**src/pkg/cbm_pkg.sv**
```systemverilog
// Package with bus widths, types, states and timing for the bus master
package cbm_pkg;
    // ------------------------------------------------------------------
    // Widths
    // ------------------------------------------------------------------
    localparam int ADDR_HI = 31;
    localparam int ADDR_LO = 2;
    localparam int ADDR_W = ADDR_HI - ADDR_LO + 1;
    localparam int DATA_W = 32;
    localparam int SEL_W = DATA_W / 8;
    localparam int TGA_W = 4;
    localparam int TGC_W = 4;
    localparam int TGD_W = 4;
    localparam int CNT_W = 16;

    // ------------------------------------------------------------------
    // Timing and reset values
    // ------------------------------------------------------------------
    localparam int CLK_PERIOD_NS = 4;
    localparam int WDOG_TIME_NS = 4000;
    localparam logic [CNT_W-1:0] WDOG_CYCLES =
        CNT_W'(WDOG_TIME_NS / CLK_PERIOD_NS);
    localparam logic [CNT_W-1:0] CNT_RESET = 16'h0000;

    // Bus mode: standard or pipelined
    typedef enum logic {
        CBM_MODE_STD = 1'b0,
        CBM_MODE_PIPE = 1'b1
    } cbm_mode_type;

    // Ending of a transfer as seen by the master
    typedef enum logic [1:0] {
        CBM_END_ACK = 2'h0,
        CBM_END_ERR = 2'h1,
        CBM_END_RTY = 2'h2,
        CBM_END_TMO = 2'h3
    } cbm_end_type;

    // Master state machine, Gray along idle-issue-wait-done
    typedef enum logic [1:0] {
        CBM_ST_IDLE = 2'b00,
        CBM_ST_ISSUE = 2'b01,
        CBM_ST_WAIT = 2'b11,
        CBM_ST_DONE = 2'b10
    } cbm_state_type;

    // Request from the user side
    typedef struct packed {
        logic [ADDR_W-1:0] adr;
        logic [DATA_W-1:0] dat;
        logic [SEL_W-1:0] sel;
        logic we;
        logic [TGA_W-1:0] tga;
        logic [TGC_W-1:0] tgc;
        logic [TGD_W-1:0] tgd;
        logic lock;
    } cbm_req_type;

    // Master outputs towards the slave
    typedef struct packed {
        logic cyc;
        logic stb;
        logic lock;
        logic we;
        logic [ADDR_W-1:0] adr;
        logic [DATA_W-1:0] dat;
        logic [SEL_W-1:0] sel;
        logic [TGA_W-1:0] tga;
        logic [TGC_W-1:0] tgc;
        logic [TGD_W-1:0] tgd;
    } cbm_bus_out_type;

    // Slave answers towards the master
    typedef struct packed {
        logic ack;
        logic err;
        logic rty;
        logic stall;
        logic [DATA_W-1:0] dat;
        logic [TGD_W-1:0] tgd;
    } cbm_bus_in_type;

    // Result handed back to the user side
    typedef struct packed {
        logic [DATA_W-1:0] dat;
        logic [TGD_W-1:0] tgd;
        cbm_end_type ending;
    } cbm_rsp_type;
endpackage

```
**src/cbm_sync_reset.sv**
```systemverilog
// Turns the asynchronous reset into the bus's synchronous reset
module cbm_sync_reset (
    input wire logic i_sys_clk,
    input wire logic i_rstn,
    output logic o_bus_rst
);
    // ------------------------------------------------------------------
    // State
    // ------------------------------------------------------------------
    typedef struct packed {
        logic meta;
        logic rst;
    } cbm_rs_state_type;

    cbm_rs_state_type st_reg;
    cbm_rs_state_type st_next;

    // Two stages; release is seen on a clock edge only
    always_comb begin
        st_next.meta = 1'b0;
        st_next.rst = st_reg.meta;
    end

    // Asynchronous assert, synchronous release
    always_ff @(posedge i_sys_clk or negedge i_rstn) begin
        if (!i_rstn) begin
            st_reg <= '{meta: 1'b1, rst: 1'b1};
        end else begin
            st_reg <= st_next;
        end
    end

    assign o_bus_rst = st_reg.rst;
endmodule

```
**src/cbm_in_sync.sv**
```systemverilog
// Two-flop synchroniser for a group of slave answer inputs
module cbm_in_sync #(
    parameter int W = 1
) (
    input wire logic i_sys_clk,
    input wire logic i_rstn,
    input wire logic [W-1:0] i_async,
    output logic [W-1:0] o_sync
);
    // ------------------------------------------------------------------
    // State
    // ------------------------------------------------------------------
    typedef struct packed {
        logic [W-1:0] s1;
        logic [W-1:0] s2;
    } cbm_is_state_type;

    cbm_is_state_type st_reg;
    cbm_is_state_type st_next;

    // First stage only feeds the second
    always_comb begin
        st_next.s1 = i_async;
        st_next.s2 = st_reg.s1;
    end

    // Registers of both stages
    always_ff @(posedge i_sys_clk or negedge i_rstn) begin
        if (!i_rstn) begin
            st_reg <= '0;
        end else begin
            st_reg <= st_next;
        end
    end

    assign o_sync = st_reg.s2;
endmodule

```
**src/cbm_master.sv**
```systemverilog
// Bus master driving a classic bus slave port, standard or pipelined
module cbm_master (
    input wire logic i_sys_clk,
    input wire logic i_rstn,
    input wire logic i_mode,
    input wire logic i_req_valid,
    input wire cbm_pkg::cbm_req_type i_req,
    input wire logic i_req_last,
    output logic o_req_ready,
    output cbm_pkg::cbm_rsp_type o_rsp,
    output logic o_rsp_valid,
    output logic o_busy,
    input wire cbm_pkg::cbm_bus_in_type i_bus,
    output cbm_pkg::cbm_bus_out_type o_bus
);
    // ------------------------------------------------------------------
    // Reset and input synchronisers
    // ------------------------------------------------------------------
    logic bus_rst;
    cbm_pkg::cbm_bus_in_type bus_in;

    // Bus reset is synchronous; pin reset seeds it and also clears all state at once
    cbm_sync_reset u_rst (
        .i_sys_clk(i_sys_clk),
        .i_rstn(i_rstn),
        .o_bus_rst(bus_rst)
    );

    // Answer pins pass two flops before any use
    cbm_in_sync #(
        .W($bits(cbm_pkg::cbm_bus_in_type))
    ) u_in (
        .i_sys_clk(i_sys_clk),
        .i_rstn(i_rstn),
        .i_async(i_bus),
        .o_sync(bus_in)
    );

    // ------------------------------------------------------------------
    // State
    // ------------------------------------------------------------------
    typedef struct packed {
        cbm_pkg::cbm_state_type st;
        cbm_pkg::cbm_bus_out_type bus;
        cbm_pkg::cbm_rsp_type rsp;
        logic rsp_valid;
        logic ready;
        logic last;
        logic [cbm_pkg::CNT_W-1:0] wdog;
        logic [cbm_pkg::CNT_W-1:0] pend;
    } cbm_m_state_type;

    cbm_m_state_type st_reg;
    cbm_m_state_type st_next;

    // Termination seen, one-hot priority ack, err, rty
    function automatic cbm_pkg::cbm_end_type term_code(
        input cbm_pkg::cbm_bus_in_type b
    );
        if (b.ack) begin
            return cbm_pkg::CBM_END_ACK;
        end else if (b.err) begin
            return cbm_pkg::CBM_END_ERR;
        end else begin
            return cbm_pkg::CBM_END_RTY;
        end
    endfunction

    logic term;
    logic abort;
    assign term = bus_in.ack | bus_in.err | bus_in.rty;
    assign abort = bus_in.err | bus_in.rty;

    // Load a user request onto the registered bus outputs
    function automatic cbm_pkg::cbm_bus_out_type load_req(
        input cbm_pkg::cbm_req_type r
    );
        cbm_pkg::cbm_bus_out_type b;
        b.cyc = 1'b1;
        b.stb = 1'b1;
        b.lock = r.lock;
        b.we = r.we;
        b.adr = r.adr;
        b.dat = r.dat;
        b.sel = r.sel;
        b.tga = r.tga;
        b.tgc = r.tgc;
        b.tgd = r.tgd;
        return b;
    endfunction

    // ------------------------------------------------------------------
    // Next-state logic
    // ------------------------------------------------------------------
    always_comb begin
        st_next = st_reg;
        st_next.rsp_valid = 1'b0;
        case (st_reg.st)
            cbm_pkg::CBM_ST_IDLE: begin
                // A termination left over from the last strobe must clear
                // before a new strobe, or it would end that one at once
                st_next.ready = !term;
                st_next.wdog = cbm_pkg::CNT_RESET;
                if (st_reg.ready && i_req_valid) begin
                    st_next.bus = load_req(i_req);
                    st_next.last = i_req_last;
                    st_next.ready = 1'b0;
                    st_next.pend = cbm_pkg::CNT_RESET;
                    st_next.st = cbm_pkg::CBM_ST_ISSUE;
                end
            end
            cbm_pkg::CBM_ST_ISSUE: begin
                st_next.wdog = st_reg.wdog + 16'h0001;
                if (i_mode == cbm_pkg::CBM_MODE_PIPE) begin
                    // Request taken when stall is low
                    if (!bus_in.stall) begin
                        st_next.pend = st_reg.pend + 16'h0001;
                        st_next.bus.stb = 1'b0;
                        st_next.st = cbm_pkg::CBM_ST_WAIT;
                    end
                end else if (term) begin
                    // Standard: strobe drops once terminated
                    st_next.bus.stb = 1'b0;
                    st_next.rsp.ending = term_code(bus_in);
                    st_next.rsp.dat = bus_in.dat;
                    st_next.rsp.tgd = bus_in.tgd;
                    st_next.rsp_valid = 1'b1;
                    st_next.st = cbm_pkg::CBM_ST_DONE;
                end
                if (st_reg.wdog == cbm_pkg::WDOG_CYCLES) begin
                    st_next.bus.stb = 1'b0;
                    st_next.rsp.ending = cbm_pkg::CBM_END_TMO;
                    st_next.rsp_valid = 1'b1;
                    st_next.last = 1'b1;
                    st_next.st = cbm_pkg::CBM_ST_DONE;
                end
            end
            cbm_pkg::CBM_ST_WAIT: begin
                // Pipelined: answers arrive apart from strobe
                st_next.wdog = st_reg.wdog + 16'h0001;
                st_next.ready = 1'b0;
                if (term) begin
                    st_next.rsp.ending = term_code(bus_in);
                    st_next.rsp.dat = bus_in.dat;
                    st_next.rsp.tgd = bus_in.tgd;
                    st_next.rsp_valid = 1'b1;
                    st_next.pend = st_reg.pend - 16'h0001;
                    st_next.st = cbm_pkg::CBM_ST_DONE;
                end else if (st_reg.wdog == cbm_pkg::WDOG_CYCLES) begin
                    st_next.rsp.ending = cbm_pkg::CBM_END_TMO;
                    st_next.rsp_valid = 1'b1;
                    st_next.last = 1'b1;
                    st_next.st = cbm_pkg::CBM_ST_DONE;
                end
            end
            cbm_pkg::CBM_ST_DONE: begin
                // Block: keep cycle high while more transfers follow
                st_next.wdog = cbm_pkg::CNT_RESET;
                if (st_reg.last || abort ||
                    st_reg.rsp.ending != cbm_pkg::CBM_END_ACK) begin
                    st_next.bus.cyc = 1'b0;
                    st_next.bus.lock = 1'b0;
                    st_next.bus.stb = 1'b0;
                    st_next.ready = 1'b0; // Idle raises it once answers clear
                    st_next.st = cbm_pkg::CBM_ST_IDLE;
                end else if (st_reg.ready && i_req_valid) begin
                    st_next.bus = load_req(i_req);
                    st_next.last = i_req_last;
                    st_next.ready = 1'b0;
                    st_next.st = cbm_pkg::CBM_ST_ISSUE;
                end else begin
                    st_next.ready = !term; // No stale answer
                end
            end
            default: begin
                st_next.st = cbm_pkg::CBM_ST_IDLE;
            end
        endcase
        // Synchronous bus reset overrides everything
        if (bus_rst) begin
            st_next = '0;
            st_next.st = cbm_pkg::CBM_ST_IDLE;
        end
    end

    // Registered outputs; pin reset clears state
    always_ff @(posedge i_sys_clk or negedge i_rstn) begin
        if (!i_rstn) begin
            st_reg <= '0;
        end else begin
            st_reg <= st_next;
        end
    end

    // ------------------------------------------------------------------
    // Outputs, each straight from a flip-flop
    // ------------------------------------------------------------------
    assign o_bus = st_reg.bus;
    assign o_rsp = st_reg.rsp;
    assign o_rsp_valid = st_reg.rsp_valid;
    assign o_req_ready = st_reg.ready;
    assign o_busy = st_reg.bus.cyc;
endmodule

```
**config.mk**
```make
export PLATFORM = sky130hd
export DESIGN_NAME = cbm_master
export DESIGN_NICKNAME = d
export VERILOG_FILES = /design/src/pkg/cbm_pkg.sv /design/src/cbm_sync_reset.sv /design/src/cbm_in_sync.sv /design/src/cbm_master.sv
export SDC_FILE = /design/constraint.sdc
export NUM_CORES = 1
export LEC_CHECK = 0
export ABC_AREA = 1
export BUFFER_PORTS_ARGS = -buffer_cell sky130_fd_sc_hd__buf_2
export CAP_MARGIN = 40
export CORE_ASPECT_RATIO = 1.75
export CORE_UTILIZATION = 25
export DETAILED_ROUTE_END_ITERATION = 6
export HOLD_SLACK_MARGIN = 0.1
export SKIP_LAST_GASP = 1
export SLEW_MARGIN = 40
export SYNTH_ARGS = -nofsm -noshare
export SYNTH_HDL_FRONTEND = slang
export SYNTH_HIERARCHICAL = 1
export SYNTH_SLANG_ARGS = --single-unit
```
**constraint.sdc**
```tcl
create_clock -name i_sys_clk -period 2.6 [get_ports i_sys_clk]
set_input_delay 0.52 -clock i_sys_clk [delete_from_list [all_inputs] [get_ports i_sys_clk]]
set_output_delay 0.52 -clock i_sys_clk [all_outputs]
set_load 0.02 [all_outputs]
```
==> results of run 1 <==
==> what timing repair did <==
| action | in CTS | in global routing |
|---|---|---|
| setup buffers | 0 | 0 |
| hold buffers | 41 | 0 |
| endpoints found under the hold margin | 105 | 0 |
==> cell type report <==
| class | instances | area, sq um | share of cell area, % |
|---|---|---|---|
| multi-input cells | 466 | 2103 | 18.62 |
| clock buffers | 33 | 674.4 | 5.970 |
| well taps | 470 | 588.1 | 5.205 |
| inverters | 114 | 427.9 | 3.788 |
| repair buffers | 300 | 1822 | 16.13 |
| flip-flops and latches | 223 | 5583 | 49.42 |
| clock inverters | 9 | 98.84 | 0.8750 |
==> stage by stage <==
| step | util [%] | cell area, sq um | cells | worst slack (ps) | hold slack (ps) |
|---|---|---|---|---|---|
| final | 31.36 | 11300 | 1615 | 453.0 | 213.1 |
| after global routing | 31.36 | 11300 | 1615 | 236.2 | 189.6 |
| after detailed placement | 28.07 | 10110 | 1532 | 385.4 | 334.7 |
| after CTS | 31.36 | 11300 | 1615 | 401.8 | 177.9 |
| after floorplan | - | 9159 | 950 | 1008 | 224.4 |
| after global placement | 28.07 | 10110 | 1532 | 487.2 | 332.3 |
==> where the power goes <==
part / switching (uW) / internal, uW / total (uW)
sequential: 33.8 / 3560 / 3590
clock: 1420 / 1930 / 3350
combinational: 255 / 180 / 436
total: 1710 / 5670 / 7370
==> Yosys cell counts <==
| library cell | number |
|---|---|
| inv_2 | 2 |
| o211a_1 | 1 |
| nand3b_1 | 1 |
| nand3_1 | 16 |
| o2111ai_1 | 1 |
| o21bai_1 | 2 |
| nor3_1 | 6 |
| ha_1 | 6 |
| buf_4 | 126 |
| inv_1 | 112 |
| nand2_1 | 231 |
| and3_1 | 1 |
| nor2_1 | 49 |
| dfstp_2 | 2 |
| nand4_1 | 3 |
| nand2_2 | 2 |
| o21ai_0 | 93 |
| buf_2 | 4 |
| or2_2 | 1 |
| o21ai_1 | 31 |
| nor3b_1 | 2 |
| nand3_2 | 1 |
| clkbuf_1 | 13 |
| a211oi_1 | 3 |
| dfrtp_1 | 221 |
| buf_6 | 3 |
| a31oi_1 | 2 |
| a31oi_4 | 1 |
| a21oi_1 | 11 |
| nand4_2 | 1 |
| clkbuf_2 | 1 |
| conb_1 | 1 |
==> cells by family after synthesis <==
logic type | synth area share (%)
AND/OR/NAND/NOR | 13.65
buffers and inverters | 16.17
flip-flops | 60.96
AO/OA/AOI/OAI | 8.361
adder cells (fa/ha/maj) | 0.8197
other | 0.04094
==> metal layers <==
layer / vias up / routed length [um] / global-route usage, %
li1: 3180 / - / -
met1: 3050 / 7744 / 11.83
met2: 201 / 11250 / 20.73
met3: 44 / 1286 / 2.549
met4: 2 / 695 / 4.881
met5: - / 13 / 0
==> worst paths after layout <==
kind / start / end / cells past startpoint / slack (ps)
worst max-delay path: st_reg[155] / o_bus[53] / 7 / 450
min in group asynchronous: i_rstn / u_in/o_sync[23] / 2 / 540
worst min-delay path: i_req[39] / o_bus[37] / 3 / 210
max in group asynchronous: i_rstn / u_rst/o_bus_rst / 3 / 1310
worst min register to register: u_in/st_next[33] / u_in/o_sync[33] / 0 / 350
worst max register to register: st_reg[155] / o_bus[53] / 7 / 450
==> cells in the final DEF (no fill, tap or decap), types with 5 or more instances in the layout <==
cell type,count
dfrtp_1,221
o21ai_1,31
nand3_1,16
clkbuf_1,5
ha_1,6
nand2_1,231
buf_4,6
nor2_1,49
buf_2,246
clkbuf_16,24
inv_1,112
dlygate4sd3_1,41
o21ai_0,93
buf_12,6
a21oi_1,11
nor3_1,6
==> worst register-to-register path, cell delays in order (launching register included) <==
cell	delay [ps]
dfrtp_1	420
inv_1	100
ha_1	290
nor2_1	110
nand2_2	140
nand4_4	450
buf_12	370
o21ai_0	190
==> summary.txt, run 1 <==
Run status
  – Outcome: completed

Critical path
  – Critical path's largest stage delay: between 400 and 500 ps
  – Worst setup EP type: register
  – Cell Chain, Critical Path: inv_1 -> ha_1 -> nor2_1 -> nand2_2 -> nand4_4 -> buf_12 -> o21ai_0
  – Crit path max-delay family: simple AND/OR/NAND/NOR gates
  – CP required: 3040 ps
  – Worst EP arrival: approximately 2600 ps
  – Startpoint types: register
  – Critical path buffers and inverters: 2
  – CP Class: register to register
  – Critical-path top delay cell: nand4_4
  – Worst-path fanout max: between 40 and 50

Yosys
  – Synthesized Nets: 1,081
  – Avg Cell Area, Syn: 9.641 sq um
  – Post-synthesis cell type with the largest combined area: dfrtp_1
  – Register area share after synthesis: 60.96%
  – Register bit total from synthesis: 223
  – Synth area leaders: dfrtp_1 60%, buf_4 10%, nand2_1 9.5%
  – Cells after Synth: 950
  – YS warnings: 6
  – Synth top area share: 60.38%
  – Mapped Area: 0.009159 sq mm
  – Synth cell types: 32

Placed design
  – Port Buffers: 247
  – Gpl congestion: 0.8183
  – Hpwl dp: 14.82 mm

Timing
  – Tcrit/Tclk final: approximately 83%
  – Fin. max-slew vios: 0
  – RSZ-0062 raised after global routing: no
  – Headroom to the max-slew limit: 56.09%
  – Post-route setup TNS: 0 ps
  – Setup-failing EPs final: 0
  – Peak Freq: 0.4658 GHz
  – Post-route minimum period: around 2100 ps
  – Final Hold Viols: 0
  – Worst Skew: 21.47 ps
  – Slew @ Worst Pin: 658.7 ps

Clock network
  – Post-CTS sizing: 0
  – CTS Buffer Depth: 3
  – CTS H-Tree Depth: 1
  – CTS tree: built
  – CTS buffer count: 24
  – Worst-skew pair later-pin latency: 540 ps
  – Reg clk slew, reported paths: ~60 ps
  – Root Driver: clkbuf_16
  – CTS sink count: 223

Floorplanning
  – Die X-Extent: 146.7 um
  – Die Area: 0.03743 sq mm
  – Rows: 92
  – # IOs: between 200 and 250
  – Initial Utilization: 25.42%
  – Core area: 0.03603 sq mm
  – Die Y: between 200 and 300 um

Detailed routing
  – Drt initial violations: 202
  – Routed wire length: 20.99 mm
  – Antenna-violating nets left: 0
  – WL/cell: about 13 um
  – DRC Markers: 0
  – Vias per std cell: 4.011
  – Length of the first detailed-routing pass in iterations: 4
  – Via count: ~6,500

Layout
  – Fill cells: 3,732
  – Max reg flops: 81
  – Ant diodes: 0
  – Fin nets: 1,260
  – Syn-to-layout area delta: 23.35%
  – Fraction of layout cells with a size suffix above 1: 26.72%

Pwr
  – Power Total: between 7000 and 8000 uW
  – Leakage: 0.005985 uW
  – Peak supply drop: 0.4537 mV
  – Pwr/cell area: around 650 mW/mm^2

Global routing
  – Overflow after GRT: 0
  – Overall Global Routing Usage: roughly 11%
  – Largest net degree at the start of global routing: 80
  – Initial antenna violation count: 1
  – First-pass GRT wire length: 33.29 mm
  – Vias in the first global route: 6,614

Min path
  – Worst min path class: input port to register

Job
  – Max-cap violations: 0
Power figures use the tool's default switching activity.
==> run 2, diff against run 1 <==
==> constraint.sdc (replaced) <==
create_clock -name i_sys_clk -period 2.1 [get_ports i_sys_clk]
set_input_delay 0.42 -clock i_sys_clk [delete_from_list [all_inputs] [get_ports i_sys_clk]]
set_output_delay 0.42 -clock i_sys_clk [all_outputs]
set_load 0.02 [all_outputs]
==> run 2 against run 1 <==
Effect of this change:
- register-to-register slack lost 260 ps
- sequential power up 24%
- routed wire length up 3.0%
- sequential cell count unchanged
- highest routed layer unchanged
- global-route usage is 0.40 points higher
- design area increased by 2.4%
- core utilization up 0.74 points
- largest cell class unchanged
- worst hold slack worse by 79 ps
==> summary.txt, run 2 (synthesis results as in run 1) <==
Run status
  – Outcome: completed

Layout
  – Fin nets: 1,272 (+0.95%)
  – Register area: 0.005583 sq mm (unchanged)
  – Ant diodes: 0 (unchanged)
  – Footprint of the multi-input gates: 0.002103 sq mm (unchanged)
  – Post-Route Utilization: 32.10% (+0.74 points)
  – Fill cells: 3,633 (-2.7%)
  – Syn-to-layout area delta: 26.27%
  – Max reg flops: 81 (unchanged)
  – Most frequent cells in the layout: 246 x buf_2, 231 x nand2_1, 221 x dfrtp_1
  – Fraction of layout cells with a size suffix above 1: 26.77% (+0.045 points)
  – Commonest non-fill, non-tap cell in the layout: buf_2

Detailed routing
  – Length of the first detailed-routing pass in iterations: 4 (unchanged)
  – Via count: 6,624 (+2.3%)
  – Vias per std cell: 4.069 (+1.5%)
  – WL/cell: 13.28 um (+2.2%)
  – Routed wire length: 21.62 mm (+3.0%)
  – Drt initial violations: 236 (+17%)
  – DRC Markers: 0 (unchanged)
  – Antenna-violating nets left: 0 (unchanged)

Clock network
  – CTS H-Tree Depth: 1 (unchanged)
  – Worst-skew pair later-pin latency: 530 ps (about the same)
  – CTS Buffer Depth: 3 (unchanged)
  – CTS sink count: 223 (unchanged)
  – Reg clk slew, reported paths: 60 ps (about the same)
  – CTS buffer count: 24 (unchanged)
  – Root Driver: clkbuf_16
  – Post-CTS setup buffer count: 0 (unchanged)
  – CTS tree: built

Placed design
  – Hpwl dp: 15.05 mm (+1.5%)
  – Port Buffers: 247 (unchanged)
  – Gpl congestion: 0.8494 (+3.8%)

Job
  – Max-cap violations: 0 (unchanged)

Pwr
  – Sw Ratio: 21.95% (-1.2 points)
  – Leakage: 0.006106 uW (+2.0%)
  – Logic gate share of total power: 5.8% (about the same)
  – Sequential share of power: 45.5% (-3.2 points)
  – Clk network pwr share: 48.8% (+3.4 points)
  – P_sw: 2147 uW (+26%)
  – Pwr/cell area: 845.8 mW/mm^2 (+30%)
  – Internal Power: 7634 uW (+35%)
  – Peak supply drop: 0.4452 mV (-1.9%)

Critical path
  – Reg2Reg Capture Point: o_rsp[8]
  – Worst-path fanout max: 36 (-14%)
  – Worst r2r src: st_reg[156]
  – CP required: 2540 ps (-500 ps)
  – R2R Setup Slk: 200 ps (-260 ps)
  – CP Class: register to register
  – Worst setup EP type: register
  – Startpoint types: register
  – R2R depth: 8 (+1)
  – Worst EP arrival: 2340 ps (-250 ps)

Timing
  – Tcrit/Tclk final: 90.64% (+8.1 points)
  – Post-route minimum period: 1903 ps (-243.5 ps)
  – Setup-failing EPs final: 0 (unchanged)
  – RSZ-0062 raised after global routing: no
  – Worst Skew: 11.14 ps (-10.34 ps)
  – Peak Freq: 0.5254 GHz (+13%)
  – Final Hold Viols: 0 (unchanged)
  – Post-route setup TNS: 0 ps (unchanged)
  – Fin. max-slew vios: 0 (unchanged)

Floorplanning
  – Die Area: 0.03743 sq mm (unchanged)
  – Initial Utilization: 25.42% (unchanged)
  – Core area: 0.03603 sq mm (unchanged)
  – Die Y: 255.2 um (unchanged)
  – Die X-Extent: 146.7 um (unchanged)
  – Rows: 92 (unchanged)
  – # IOs: 248 (unchanged)

Global routing
  – First-pass GRT wire length: 34.44 mm (+3.5%)
  – Overall Global Routing Usage: 11.51% (+0.40 points)
  – Vias in the first global route: 6,759 (+2.2%)
  – Initial antenna violation count: 3 (+2)
  – Largest net degree at the start of global routing: 80 (unchanged)
  – Overflow after GRT: 0 (unchanged)

Min path
  – Critical hold path startpoint: i_req[58]
  – Hold Path Sink: o_bus[56]
  – Worst Hold Depth: 3 (unchanged)
  – Worst min path class: input port to register
-- run 2: critical path, cell delays in order, from the launching register on --
cell and delay [ps]:
dfrtp_1 410, inv_1 120, ha_1 250, nor2_1 110
nand2_1 100, nand3b_1 190, inv_4 370, nand2_1 80
o21ai_0 180
-- run 2: layout make-up --
type,count,area share [%]
well taps,470,5.085
clock buffers,30,5.734
flip-flops and latches,223,48.27
inverters,114,3.722
clock inverters,13,2.066
multi-input cells,466,18.19
repair buffers,312,16.93
-- run 2: worst max-delay path by stage --
stage                      startpoint   endpoint  depth (start not counted)
final                     st_reg[156]   o_rsp[8]                          8
after global placement    st_reg[156]   o_rsp[9]                          8
after floorplan           st_reg[155]  o_bus[32]                          8
after global routing      st_reg[156]   o_rsp[5]                          8
after detailed placement  st_reg[156]  o_rsp[28]                          8
after CTS                 st_reg[156]  o_rsp[28]                          8
-- run 2: stage by stage --
step                instances  setup WS (ps)  hold WS (ps)  power [uW]  cell area [sq um]
detailed placement       1532          11.99         334.7        5022              10130
CTS                      1628          4.625         100.4       10000              11560
global route             1628          24.39         122.4       10200              11560
floorplan                 950          508.4         124.4        4746               9159
global placement         1532          145.8         332.0        5010              10130
finish                   1628          196.5         134.0        9781              11560
-- run 2: per-layer routing --
metal / part of all wire, % / vias up / track usage [%] / wire length [um]
met5: 0.15 / - / 0 / 32
met4: 3.9 / 4 / 5.833 / 845
met3: 6.2 / 59 / 2.602 / 1351
met2: 52 / 214 / 20.69 / 11310
met1: 37 / 3148 / 12.65 / 8074
li1: - / 3199 / - / -
-- run 2: power by group through the flow --
stage / sequential, uW / clock, uW / combinational, uW
finish: 4450 / 4770 / 563
global route: 4450 / 5110 / 635
CTS: 4450 / 4980 / 580
detailed placement: 4520 / 0 / 497
global placement: 4520 / 0 / 487
floorplan: 4510 / 0 / 232
-- run 2: repair_timing --
action,4_1_cts,5_1_grt
hold buffers,53,0
gates resized for setup,0,3
endpoints found under the setup margin,0,39
hold endpoints to repair,93,0
